$ cat config.mk
export PLATFORM = sky130hd
export DESIGN_NAME = port_b_low_mux_invert_port_c_dir
export DESIGN_NICKNAME = d
export VERILOG_FILES = /design/src/design/pinmux_pkg.sv /design/src/design/port_b_low_mux_invert_port_c_dir.sv
export SDC_FILE = /design/constraint.sdc
export NUM_CORES = 1
export LEC_CHECK = 0
export BUFFER_PORTS_ARGS = -buffer_cell sky130_fd_sc_hd__buf_2
export CAP_MARGIN = 20
export CORE_ASPECT_RATIO = 1.2
export CORE_MARGIN = 2
export CORE_UTILIZATION = 47
export DETAILED_ROUTE_END_ITERATION = 10
export HOLD_SLACK_MARGIN = 0.08
export PLACE_DENSITY_LB_ADDON = 0.1
export SYNTH_ARGS = -nofsm -noshare
export SYNTH_HDL_FRONTEND = slang
export SYNTH_SLANG_ARGS = --single-unit
export TNS_END_PERCENT = 20
$ cat constraint.sdc
create_clock -name mclk_i -period 1.6 [get_ports mclk_i]
set_input_delay 0.16 -clock mclk_i [delete_from_list [all_inputs] [get_ports mclk_i]]
set_output_delay 0.16 -clock mclk_i [all_outputs]
set_load 0.01 [all_outputs]
$ cat src/design/pinmux_pkg.sv
// Shared types and constants for the port B low / port C pin block.
// Assumes a 16-bit register port with byte offsets on an 8-bit address.
package pinmux_pkg;

    // ========================================================
    // Register port
    // ========================================================
    localparam int ADDR_W = 8;
    localparam int DATA_W = 16;

    typedef struct packed {
        logic [ADDR_W-1:0] addr;
        logic [DATA_W-1:0] wdata;
        logic              wr;
        logic              rd;
    } reg_req_t;

    localparam logic [ADDR_W-1:0] OFS_B_FUNC = 8'h00;
    localparam logic [ADDR_W-1:0] OFS_B_INV  = 8'h02;
    localparam logic [ADDR_W-1:0] OFS_C_DIR  = 8'h04;

    localparam logic [DATA_W-1:0] REG_RST      = 16'h0000;
    localparam logic [DATA_W-1:0] B_FUNC_WMASK = 16'hff55;
    localparam logic [DATA_W-1:0] B_INV_WMASK  = 16'hefff;
    localparam logic [DATA_W-1:0] C_DIR_WMASK  = 16'h001f;

    // ========================================================
    // Pin functions
    // ========================================================
    localparam int PB_PINS        = 8;
    localparam int PC_PINS        = 5;
    localparam int FUNC_STEP      = 2;
    localparam int WIDE_FIRST_PIN = 4;
    localparam int INV_GAP_BIT    = 12;

    localparam logic [1:0] MODE_GPIO    = 2'h0;
    localparam logic [1:0] MODE_PWM     = 2'h1;
    localparam logic [1:0] MODE_ONESHOT = 2'h2;

    typedef enum logic [1:0] {
        FN_GPIO,
        FN_CH6_PWM,
        FN_CH7_PWM,
        FN_CH8_ONESHOT
    } pin_func_t;

    typedef struct packed {
        logic [3:0] ch6_pwm;
        logic [3:0] ch7_pwm;
        logic [3:0] ch8_oneshot;
    } timer_out_t;

endpackage : pinmux_pkg

$ cat src/design/port_b_low_mux_invert_port_c_dir.sv
// Function select and inversion for port B pins 7..0, and the port C
// direction register, behind a plain 16-bit register port.
// Assumes timer outputs, GPIO data and port B direction come from
// neighbouring blocks in the mclk_i domain.
//
// Overview of operation
// - Pin B7 two-bit select, bits 15:14.
// - Pin B6 two-bit select, bits 13:12.
// - Pin B5 two-bit select, bits 11:10.
// - Pin B4 two-bit select, bits 9:8.
// - Pins B3..B0 one select bit each.
// - Odd low select bits read zero.
// - Invert bits 15:13, 11:0; bit 12 zero.
// - Inversion acts only on timer functions.
// - Set invert bit complements the pin value.
// - Invert register cleared by reset, standby.
// - Port C direction bits 4:0, rest zero.
// - Port C direction ignored for other functions.
// - Direction one drives, zero is input.
// - Direction register cleared by reset, standby.
// - Select register cleared by reset, standby.

`timescale 1ns/100ps

module port_b_low_mux_invert_port_c_dir
(
    // Clock and reset
    input  wire logic                     mclk_i,
    input  wire logic                     sys_rst_i,
    input  wire logic                     hw_standby_i,
    // Register port
    input  wire pinmux_pkg::reg_req_t     req_i,
    output logic [15:0]                   rdata_o,
    // Port B peripheral side
    input  wire pinmux_pkg::timer_out_t   tmr_i,
    input  wire logic [7:0]               pb_gpio_dout_i,
    input  wire logic [7:0]               pb_gpio_dir_i,
    output logic [7:0]                    pb_din_o,
    output logic [7:0]                    pb_hi_invert_o,
    // Port B pins
    input  wire logic [7:0]               pb_pin_i,
    output logic [7:0]                    pb_pin_o,
    output logic [7:0]                    pb_pin_oe_n_o,
    // Port C peripheral side
    input  wire logic [4:0]               pc_alt_func_i,
    input  wire logic [4:0]               pc_alt_drive_i,
    input  wire logic [4:0]               pc_alt_dout_i,
    input  wire logic [4:0]               pc_gpio_dout_i,
    output logic [4:0]                    pc_din_o,
    // Port C pins
    input  wire logic [4:0]               pc_pin_i,
    output logic [4:0]                    pc_pin_o,
    output logic [4:0]                    pc_pin_oe_n_o
);
    import pinmux_pkg::*;

    // ========================================================
    // Functions
    // ========================================================
    // Reserved code 11 falls to general I/O so a bad write never
    // drives a pin from an unexpected source.
    function automatic pin_func_t pin_func
    (
        input int          pin,
        input logic [15:0] sel
    );
        logic [1:0] mode;
        mode = sel[FUNC_STEP*pin +: 2];
        case (mode)
            MODE_PWM:     return (pin < WIDE_FIRST_PIN) ? FN_CH6_PWM : FN_CH7_PWM;
            MODE_ONESHOT: return (pin < WIDE_FIRST_PIN) ? FN_GPIO : FN_CH8_ONESHOT;
            default:      return FN_GPIO;
        endcase
    endfunction : pin_func

    function automatic logic wr_hit
    (
        input reg_req_t          rq,
        input logic [ADDR_W-1:0] ofs
    );
        return rq.wr && (rq.addr == ofs);
    endfunction : wr_hit

    // ========================================================
    // Registers
    // ========================================================
    logic [15:0] func_sel_r;
    logic [15:0] func_sel_nxt;
    logic [15:0] inv_r;
    logic [15:0] inv_nxt;
    logic [15:0] dir_r;
    logic [15:0] dir_nxt;
    logic [15:0] rd_word;
    logic [15:0] rdata_nxt;
    logic        reg_clr;

    // Watchdog reset is deliberately not an input: it leaves these alone.
    assign reg_clr = sys_rst_i || hw_standby_i;

    assign func_sel_nxt = wr_hit(req_i, OFS_B_FUNC)
                        ? (req_i.wdata & B_FUNC_WMASK)
                        : func_sel_r;
    assign inv_nxt      = wr_hit(req_i, OFS_B_INV)
                        ? (req_i.wdata & B_INV_WMASK)
                        : inv_r;
    assign dir_nxt      = wr_hit(req_i, OFS_C_DIR)
                        ? (req_i.wdata & C_DIR_WMASK)
                        : dir_r;

    always_ff @(posedge mclk_i)
    begin
        if (reg_clr)
        begin
            func_sel_r <= REG_RST;
            inv_r      <= REG_RST;
            dir_r      <= REG_RST;
        end
        else
        begin
            func_sel_r <= func_sel_nxt;
            inv_r      <= inv_nxt;
            dir_r      <= dir_nxt;
        end
    end

    // ========================================================
    // Read path
    // ========================================================
    // Unmapped offsets read zero; data stands one cycle only.
    assign rd_word   = (req_i.addr == OFS_B_FUNC) ? func_sel_r :
                       (req_i.addr == OFS_B_INV)  ? inv_r      :
                       (req_i.addr == OFS_C_DIR)  ? dir_r      :
                       16'h0000;
    assign rdata_nxt = req_i.rd ? rd_word : 16'h0000;

    always_ff @(posedge mclk_i)
    begin
        if (sys_rst_i)
            rdata_o <= 16'h0000;
        else
            rdata_o <= rdata_nxt;
    end

    // ========================================================
    // Port B pin mux
    // ========================================================
    pin_func_t  func   [PB_PINS];
    logic [7:0] tmr_val;
    logic [7:0] is_tmr;
    logic [7:0] pb_out_nxt;
    logic [7:0] pb_oe_n_nxt;

    for (genvar g = 0; g < PB_PINS; g++)
    begin : g_pb
        assign func[g] = pin_func(g, func_sel_r);
        if (g < WIDE_FIRST_PIN)
        begin : g_narrow
            assign tmr_val[g] = tmr_i.ch6_pwm[g];
        end
        else
        begin : g_wide
            assign tmr_val[g] = (func[g] == FN_CH8_ONESHOT)
                              ? tmr_i.ch8_oneshot[g-WIDE_FIRST_PIN]
                              : tmr_i.ch7_pwm[g-WIDE_FIRST_PIN];
        end
        assign is_tmr[g]      = (func[g] != FN_GPIO);
        assign pb_out_nxt[g]  = is_tmr[g]
                              ? (tmr_val[g] ^ inv_r[g])
                              : pb_gpio_dout_i[g];
        assign pb_oe_n_nxt[g] = is_tmr[g] ? 1'b0 : ~pb_gpio_dir_i[g];
    end

    // ========================================================
    // Port C pin control
    // ========================================================
    logic [4:0] pc_out_nxt;
    logic [4:0] pc_oe_n_nxt;

    assign pc_out_nxt  = (pc_alt_func_i & pc_alt_dout_i)
                       | (~pc_alt_func_i & pc_gpio_dout_i);
    assign pc_oe_n_nxt = ~((pc_alt_func_i & pc_alt_drive_i)
                       | (~pc_alt_func_i & dir_r[PC_PINS-1:0]));

    // ========================================================
    // Pin registers
    // ========================================================
    // Pins come up released (enables high) so nothing is driven
    // until software has chosen a function or direction.
    always_ff @(posedge mclk_i)
    begin
        if (sys_rst_i)
        begin
            pb_pin_o       <= 8'h00;
            pb_pin_oe_n_o  <= 8'hff;
            pb_din_o       <= 8'h00;
            pb_hi_invert_o <= 8'h00;
            pc_pin_o       <= 5'h00;
            pc_pin_oe_n_o  <= 5'h1f;
            pc_din_o       <= 5'h00;
        end
        else
        begin
            pb_pin_o       <= pb_out_nxt;
            pb_pin_oe_n_o  <= pb_oe_n_nxt;
            pb_din_o       <= pb_pin_i;
            pb_hi_invert_o <= inv_r[15:8];
            pc_pin_o       <= pc_out_nxt;
            pc_pin_oe_n_o  <= pc_oe_n_nxt;
            pc_din_o       <= pc_pin_i;
        end
    end

    // ========================================================
    // Assertions
    // ========================================================
    pin7_oneshot_a: assert property (
        @(posedge mclk_i) disable iff (sys_rst_i)
        (func_sel_r[15:14] == MODE_ONESHOT) |=>
        (pb_pin_o[7] == $past(tmr_i.ch8_oneshot[3] ^ inv_r[7]))
        && !pb_pin_oe_n_o[7])
        else $error("pin B7 one-shot output wrong");

    pin6_pwm_a: assert property (
        @(posedge mclk_i) disable iff (sys_rst_i)
        (func_sel_r[13:12] == MODE_PWM) |=>
        (pb_pin_o[6] == $past(tmr_i.ch7_pwm[2] ^ inv_r[6])))
        else $error("pin B6 PWM output wrong");

    pin5_gpio_a: assert property (
        @(posedge mclk_i) disable iff (sys_rst_i)
        (func_sel_r[11:10] == MODE_GPIO) |=>
        (pb_pin_o[5] == $past(pb_gpio_dout_i[5]))
        && (pb_pin_oe_n_o[5] == !$past(pb_gpio_dir_i[5])))
        else $error("pin B5 general I/O wrong");

    pin4_oneshot_a: assert property (
        @(posedge mclk_i) disable iff (sys_rst_i)
        (func_sel_r[9:8] == MODE_ONESHOT) |=>
        (pb_pin_o[4] == $past(tmr_i.ch8_oneshot[0] ^ inv_r[4]))
        && !pb_pin_oe_n_o[4])
        else $error("pin B4 one-shot output wrong");

    pin0_pwm_a: assert property (
        @(posedge mclk_i) disable iff (sys_rst_i)
        func_sel_r[0] |=>
        (pb_pin_o[0] == $past(tmr_i.ch6_pwm[0] ^ inv_r[0])))
        else $error("pin B0 PWM output wrong");

    func_rsvd_a: assert property (
        @(posedge mclk_i) disable iff (sys_rst_i)
        req_i.rd && (req_i.addr == OFS_B_FUNC) |=>
        ((rdata_o & ~B_FUNC_WMASK) == 16'h0000))
        else $error("reserved select bits read nonzero");

    inv_gap_a: assert property (
        @(posedge mclk_i) disable iff (sys_rst_i)
        $past(wr_hit(req_i, OFS_B_INV)) |-> !inv_r[INV_GAP_BIT])
        else $error("invert bit 12 stored");

    gpio_noinv_a: assert property (
        @(posedge mclk_i) disable iff (sys_rst_i)
        !func_sel_r[4] && inv_r[2] |=>
        (pb_pin_o[2] == $past(pb_gpio_dout_i[2])))
        else $error("inversion applied to general I/O");

    pin3_inv_a: assert property (
        @(posedge mclk_i) disable iff (sys_rst_i)
        func_sel_r[6] |=>
        (pb_pin_o[3] == $past(tmr_i.ch6_pwm[3] ^ inv_r[3])))
        else $error("pin B3 not inverted");

    inv_clear_a: assert property (
        @(posedge mclk_i) disable iff (sys_rst_i)
        hw_standby_i |=> (inv_r == REG_RST))
        else $error("invert register survived standby");

    dir_read_a: assert property (
        @(posedge mclk_i) disable iff (sys_rst_i)
        req_i.rd && (req_i.addr == OFS_C_DIR) |=>
        (rdata_o[15:5] == 11'h000) && (rdata_o[4:0] == $past(dir_r[4:0])))
        else $error("port C direction read wrong");

    alt_ignore_a: assert property (
        @(posedge mclk_i) disable iff (sys_rst_i)
        pc_alt_func_i[1] && !pc_alt_drive_i[1] && dir_r[1] |=>
        pc_pin_oe_n_o[1])
        else $error("direction bit used for alternate pin");

    dir_drive_a: assert property (
        @(posedge mclk_i) disable iff (sys_rst_i)
        !pc_alt_func_i[0] |=>
        (pc_pin_oe_n_o[0] == !$past(dir_r[0]))
        && (pc_pin_o[0] == $past(pc_gpio_dout_i[0])))
        else $error("port C direction not applied");

    dir_clear_a: assert property (
        @(posedge mclk_i) disable iff (sys_rst_i)
        hw_standby_i |=> (dir_r == REG_RST))
        else $error("direction register survived standby");

    func_clear_a: assert property (
        @(posedge mclk_i) disable iff (sys_rst_i)
        hw_standby_i |=> (func_sel_r == REG_RST) ##1 pb_pin_oe_n_o[3:0]
        == ~$past(pb_gpio_dir_i[3:0]))
        else $error("select register survived standby");

    wr_rd_a: assert property (
        @(posedge mclk_i) disable iff (sys_rst_i)
        wr_hit(req_i, OFS_B_INV) && !hw_standby_i
        ##1 req_i.rd && (req_i.addr == OFS_B_INV) |=>
        (rdata_o == ($past(req_i.wdata, 2) & B_INV_WMASK)))
        else $error("invert register read-back wrong");

endmodule : port_b_low_mux_invert_port_c_dir

==> impl_metrics.ini, run 1 <==
[yosys]
synth_flop_cell = dfxtp_1
avgSynthCellArea_um2 = 10.5
syn_area_um2 = 3440
yosys.area.top_type = dfxtp_1
synth_cells = 327
synth_top_cell_area_share = 0.546
ys_ff_latch = 94
synth_edf_count = 0
ys_async_sr_fraction = 0
ys.warnings.count = 0
synthTopCellsByArea = dfxtp_1 (55%), mux2i_1 (17%), nand2_1 (5.2%)
seq_area_frac_synth = 0.546
synth.distinct_cells = 31
syn-num-nets = 421

[pwr]
p_int_mw = 3.74
swShare = 0.213
p_leak_nw = 2.40
seq_power_share = 0.505
comb_power_share = 0.099
pwr-share-clk = 0.396
ir_drop_uv = 620
p_sw_mw = 1.02
power.density_nw_per_um2 = 936

[place]
io_buffers = 151
place_inst = 559
hpwl_um = 5670
place_congestion = 0.739

[cts]
clock_latency_ns = 0.37
cts_buffers = 9
cts_root_buffer = clkbuf_8
cts_tree = yes
clock-sinks = 94
htree_levels = 3
clk_pin_slew_ns = 0.09
cts_buffer_depth = 2

[floorplan]
die_w_um = 82.2
core_um2 = 7190
rows = 34
die_area_um2 = 8030
start_util = 0.479
num_io_pins = 153
die_height_um = 97.8

[finish]
nNetsFinal = 629
layout_common_cells = buf_2 (151), dfxtp_1 (94), mux2i_1 (57)
syn_to_final_growth_pct = 47.4
drive_gt1_frac = 0.340
fin_util = 0.706
mostFrequentLayoutCell = buf_2
diodes = 0
fin_cells = 629

[setup_path]
crit_chain = xnor2_1, a211oi_1, dlygate4sd3_1
slowest_delay_ns = 0.57
end_kind = flop
crit_arrival_ns = 1.65
critical_path_class = reg -> reg
cp_slowest_cell = dlygate4sd3_1
critPathLaunchType = flop
critical_path_buf_inv_count = 1
crit_fanout = 3
cp_top_family = buffers and inverters
required_ns = 1.92

[route]
drc = 0
dr_total_vias = 2979
drtIter0Drc = 75
detail-route-antenna-nets = 0
firstDrtPassIters = 4
wl_um = 8490
routedWlPerCell_um = 13.5
viasPerCell = 4.74

[global_route]
grt_pass1_wl_um = 13700
grt_max_degree = 27
grt_util_all_layers = 0.226
grt_pass1_vias = 3002
antenna_found_initial = 0
overflow = 0

[status]
status = completed

[flow_run]
maxCapViolCount = 0

[timing]
period_share = 0.835
finalCriticalPeriod_ns = 1.34
skew_ns = 0.0120
setup-violations-final = 0
fin_tns_setup_ns = 0
report.final.slew_viol_count = 0
grt_setup_unrepaired = false
hold_viol = 0
max_freq_mhz = 749

[hold_path]
hold_path_class = in -> reg
-- stage by stage --
step | cell area, um^2 | hold slack, ns | power (mW) | setup WS, ns
3_5_place_dp | 4280 | 0.339 | 2.81 | 0.166
4_1_cts | 5060 | 0.0803 | 4.79 | 0.274
6_report | 5080 | 0.0941 | 4.75 | 0.265
5_1_grt | 5080 | 0.102 | 4.95 | 0.137
3_3_place_gp | 4280 | 0.337 | 2.81 | 0.240
2_1_floorplan | 3440 | 0.251 | 2.62 | 0.401
-- path summary, 6_finish.rpt --
kind                                start          end  slack, ns  depth (start not counted)
worst min-delay path             tmr_i[8]  pb_pin_o[0]       0.09                          3
worst max register to register   inv_r[1]  pb_pin_o[1]       0.26                          3
worst min register to register  inv_r[14]    inv_r[14]       0.48                          2
worst max-delay path             inv_r[1]  pb_pin_o[1]       0.26                          3
-- routing by layer --
layer  routed length [um]  track usage  vias to the layer above
met3                  578       0.0767                       16
met2                 4200        0.380                      108
li1                     -            -                     1498
met4                  158       0.0795                        0
met1                 3550        0.264                     1357
met5                    0            0                        -
-- kinds of logic after synthesis --
| logic type | after synthesis | synth area share |
|---|---|---|
| buffers and inverters | 26 | 0.0389 |
| DFF | 94 | 0.546 |
| other | 1 | 0.00109 |
| muxes | 57 | 0.166 |
| and+or+nand+nor | 116 | 0.166 |
| AOI/OAI and AO/OA | 21 | 0.0469 |
| adders and majority gates | 4 | 0.0145 |
| xor gates and xnor gates | 8 | 0.0203 |
-- worst register-to-register path, cell delays in order (launching register included) --
cell,delay [ns]
dfxtp_1,0.41
xnor2_1,0.10
a211oi_1,0.22
dlygate4sd3_1,0.57
-- power groups by stage --
| stage | logic, mW | registers [mW] | clock network [mW] |
|---|---|---|---|
| 2_1_floorplan | 0.135 | 2.49 | 0 |
| 3_3_place_gp | 0.352 | 2.45 | 0 |
| 3_5_place_dp | 0.359 | 2.46 | 0 |
| 4_1_cts | 0.463 | 2.40 | 1.93 |
| 5_1_grt | 0.516 | 2.41 | 2.03 |
| 6_report | 0.470 | 2.40 | 1.88 |
-- sequential cells by signal, summed over array words and instances, names as in the netlist --
| name | cells |
|---|---|
| pc_pin_o | 5 |
| pb_hi_invert_o | 7 |
| dir_r | 5 |
| pc_pin_oe_n_o | 5 |
| pb_pin_o | 8 |
| pc_din_o | 5 |
| pb_pin_oe_n_o | 8 |
| inv_r | 15 |
| rdata_o | 16 |
| func_sel_r | 12 |
| pb_din_o | 8 |
-- cells in the mapped netlist (5+ instances only) --
cell / instances
nor2b_1: 20
nand2_1: 48
mux2i_1: 57
and3_1: 5
nor2_1: 25
buf_2: 5
inv_1: 8
clkbuf_1: 9
dfxtp_1: 94
or2_2: 5
-- layout make-up --
cell class                      instances  area, um^2
Fill cell                             577        2110
Sequential cell                        94        1880
Multi-Input combinational cell        207        1440
Timing Repair Buffer                  215        1370
Clock buffer                           10         138
Tap cell                               90         113
Clock inverter                          5         106
Inverter                                8        30.0
-- what timing repair did --
action,CTS,global route
setup buffers,0,0
hold buffers,53,2
hold endpoints to repair,54,3
resized for setup,0,0
(Power assumes the default switching activity.)
==> inputs of run 2 (changes only) <==
- ABC_AREA: not set -> 1
- CORE_UTILIZATION: 47 -> 43
- clock period: 1.6 -> 1.18 ns (I/O delays scaled with it)
==> run 2 against run 1 <==
  * Final area is 7.1% higher
  * Wire length rose by 21%
  * Die area grew 16%
==> impl_metrics.ini, run 2 <==
[status]
status = completed

[yosys]
synth_flop_cell = dfxtp_1
avgSynthCellArea_um2 = 7.40
seq_area_frac_synth = 0.513
ys.warnings.count = 0
synth-simple-area-share = 0.287
syn-num-nets = 590
ys_ff_latch = 94
synth_edf_count = 0
synth_xor_area_frac = 0.00954
synth_top_family_by_area = simple AND/OR/NAND/NOR gates
ys_async_sr_fraction = 0
synth_fa_ha_area_frac = 0.0136
synth_cells = 496
synth_compound_area_frac = 0.0723
synthTopCellsByArea = dfxtp_1 (51%), nor2_1 (11%), nand2_1 (9.8%)
synth.most_common_cell = nor2_1
yosys.area.top_type = dfxtp_1
synth_top_cell_area_share = 0.513
synthMuxAreaShare = 0
syn_area_um2 = 3670
yosys-top-cells-count = nor2_1 (111), nand2_1 (96), dfxtp_1 (94)
synth.distinct_cells = 25

[timing]
worst_slack_ns = 0.0868
skew_ns = 0.0106
setup-violations-final = 0
grt_setup_unrepaired = true
period_share = 0.926
finalCriticalPeriod_ns = 1.09
max_freq_mhz = 915
report.final.slew_viol_count = 0
hold_viol = 0

[pwr]
comb_power_share = 0.117
p_leak_nw = 2.82
seq_power_share = 0.549
pwr-share-clk = 0.334
power.density_nw_per_um2 = 1090
p_sw_mw = 1.44
p_int_mw = 4.50
swShare = 0.242
ir_drop_uv = 827

[finish]
largest_register = rdata_o
top_regs = rdata_o x16, inv_r x15, func_sel_r x12
layout_common_cells = buf_2 (151), nor2_1 (110), nand2_1 (96)
fin_cells = 838
n_fill_cell = 693
regArea_um2 = 1890
multi_input_area_um2 = 1420
drive_gt1_frac = 0.289
nNetsFinal = 813
mostFrequentLayoutCell = buf_2
diodes = 0
largest_reg_flops = 16
fin_util = 0.663
syn_to_final_growth_pct = 48.1

[global_route]
grt_pass1_wl_um = 16700
use_met1 = 0.263
grt_pass1_vias = 3748
antenna_found_initial = 0
grt_util_met2 = 0.411
grt_util_all_layers = 0.228
overflow = 0
grt_max_degree = 20
use_met3 = 0.0407
busiest_layer = met2

[setup_path]
crit_start = func_sel_r[10]
crit_fanout = 2
worst_r2r_path_depth = 6
cp_slowest_cell = dfxtp_2
crit_chain = inv_1, ha_1, o21ai_1, nor2_1, o21ai_0, inv_1
cp_top_family = flip-flops
worst_r2r_endpoint = pb_pin_o[5]
cpMostUsedCell = inv_1
slowest_delay_ns = 0.33
crit_arrival_ns = 1.35
reg2reg_setup_slack_ns = 0.09
critPathLaunchType = flop
required_ns = 1.44
critical_path_buf_inv_count = 2
regToRegStartpoint = func_sel_r[10]
end_kind = flop
path_depth = 6
critical_path_class = reg -> reg
crit_path_end = pb_pin_o[5]

[route]
detail-route-antenna-nets = 0
firstDrtPassIters = 4
routedWlPerCell_um = 12.3
wl_um = 10300
drc = 0
dr_total_vias = 3748
drtIter0Drc = 92
viasPerCell = 4.47

[place]
place_congestion = 0.807
hpwl_um = 6980
place_inst = 761
pre_cts_ws_ns = -0.0161
io_buffers = 151

[cts]
cts_buffers = 9
cts_setup_buffers = 0
cts_buffer_depth = 2
cts_tree = yes
clk_pin_slew_ns = 0.09
clock-sinks = 94
htree_levels = 3
clock_latency_ns = 0.36
cts_root_buffer = clkbuf_8

[floorplan]
num_io_pins = 153
die_height_um = 105
core_um2 = 8200
die_area_um2 = 9300
start_util = 0.448
rows = 36
die_w_um = 88.3

[hold_path]
hold_path_class = in -> reg
hold_depth = 5

[flow_run]
maxCapViolCount = 0
[run 2: layout make-up]
cell class                 instances  area share
timing repair buffer             231       0.282
tap                              114      0.0262
multi-input combinational        310       0.260
inverter                          73      0.0504
clock inverter                     4     0.00529
sequential                        94       0.347
clock buffer                      12      0.0285
[run 2: worst register-to-register path: cells and delay by family (launching register included)]
family / cells / cell delay [ns]
flip-flops: 1 / 0.33
AO/OA/AOI/OAI: 2 / 0.30
adder cells (fa/ha/maj): 1 / 0.20
buffers and inverters: 2 / 0.10
AND/OR/NAND/NOR: 1 / 0.05
[run 2: worst min path at each step]
stage                      from          endpoint
6_report               req_i[7]          inv_r[5]
5_1_grt                req_i[7]          inv_r[5]
4_1_cts               tmr_i[11]       pb_pin_o[3]
3_5_place_dp   pb_gpio_dir_i[3]  pb_pin_oe_n_o[3]
3_3_place_gp   pb_gpio_dir_i[0]  pb_pin_oe_n_o[0]
2_1_floorplan  pb_gpio_dir_i[0]  pb_pin_oe_n_o[0]
[run 2: routing by layer]
metal,share of wire,vias up
met5,0,-
met2,0.51,124
met1,0.42,1664
met3,0.054,17
li1,-,1943
met4,0.017,0
[run 2: repair_timing]
action	in CTS	in global routing
endpoints found under the hold margin	55	0
setup endpoints to repair	0	4
hold buffers	61	0
resized for setup	0	14
[run 2: power groups by stage]
| stage | Combinational [mW] | Clock (mW) | Sequential (mW) |
|---|---|---|---|
| 2_1_floorplan | 0.198 | 0 | 3.38 |
| 3_3_place_gp | 0.521 | 0 | 3.33 |
| 3_5_place_dp | 0.527 | 0 | 3.33 |
| 4_1_cts | 0.685 | 2.04 | 3.26 |
| 5_1_grt | 0.770 | 2.14 | 3.27 |
| 6_report | 0.695 | 1.98 | 3.26 |
[run 2: cells by family after synthesis]
kind of cell | after synthesis
flip-flops | 94
AO/OA/AOI/OAI | 52
XOR/XNOR | 4
adder cells (fa/ha/maj) | 4
other | 1
buffers and inverters | 92
AND/OR/NAND/NOR | 249
[run 2: per-stage QoR]
stage | hold WS [ns] | setup TNS, ns | area [um^2] | power, mW
finish | 0.0866 | 0 | 5440 | 5.94
CTS | 0.0803 | 0 | 5430 | 5.98
detailed placement | 0.305 | -0.0311 | 4630 | 3.86
global placement | 0.301 | 0 | 4630 | 3.85
floorplan | 0.218 | 0 | 3670 | 3.58
global route | 0.106 | -0.0248 | 5440 | 6.18
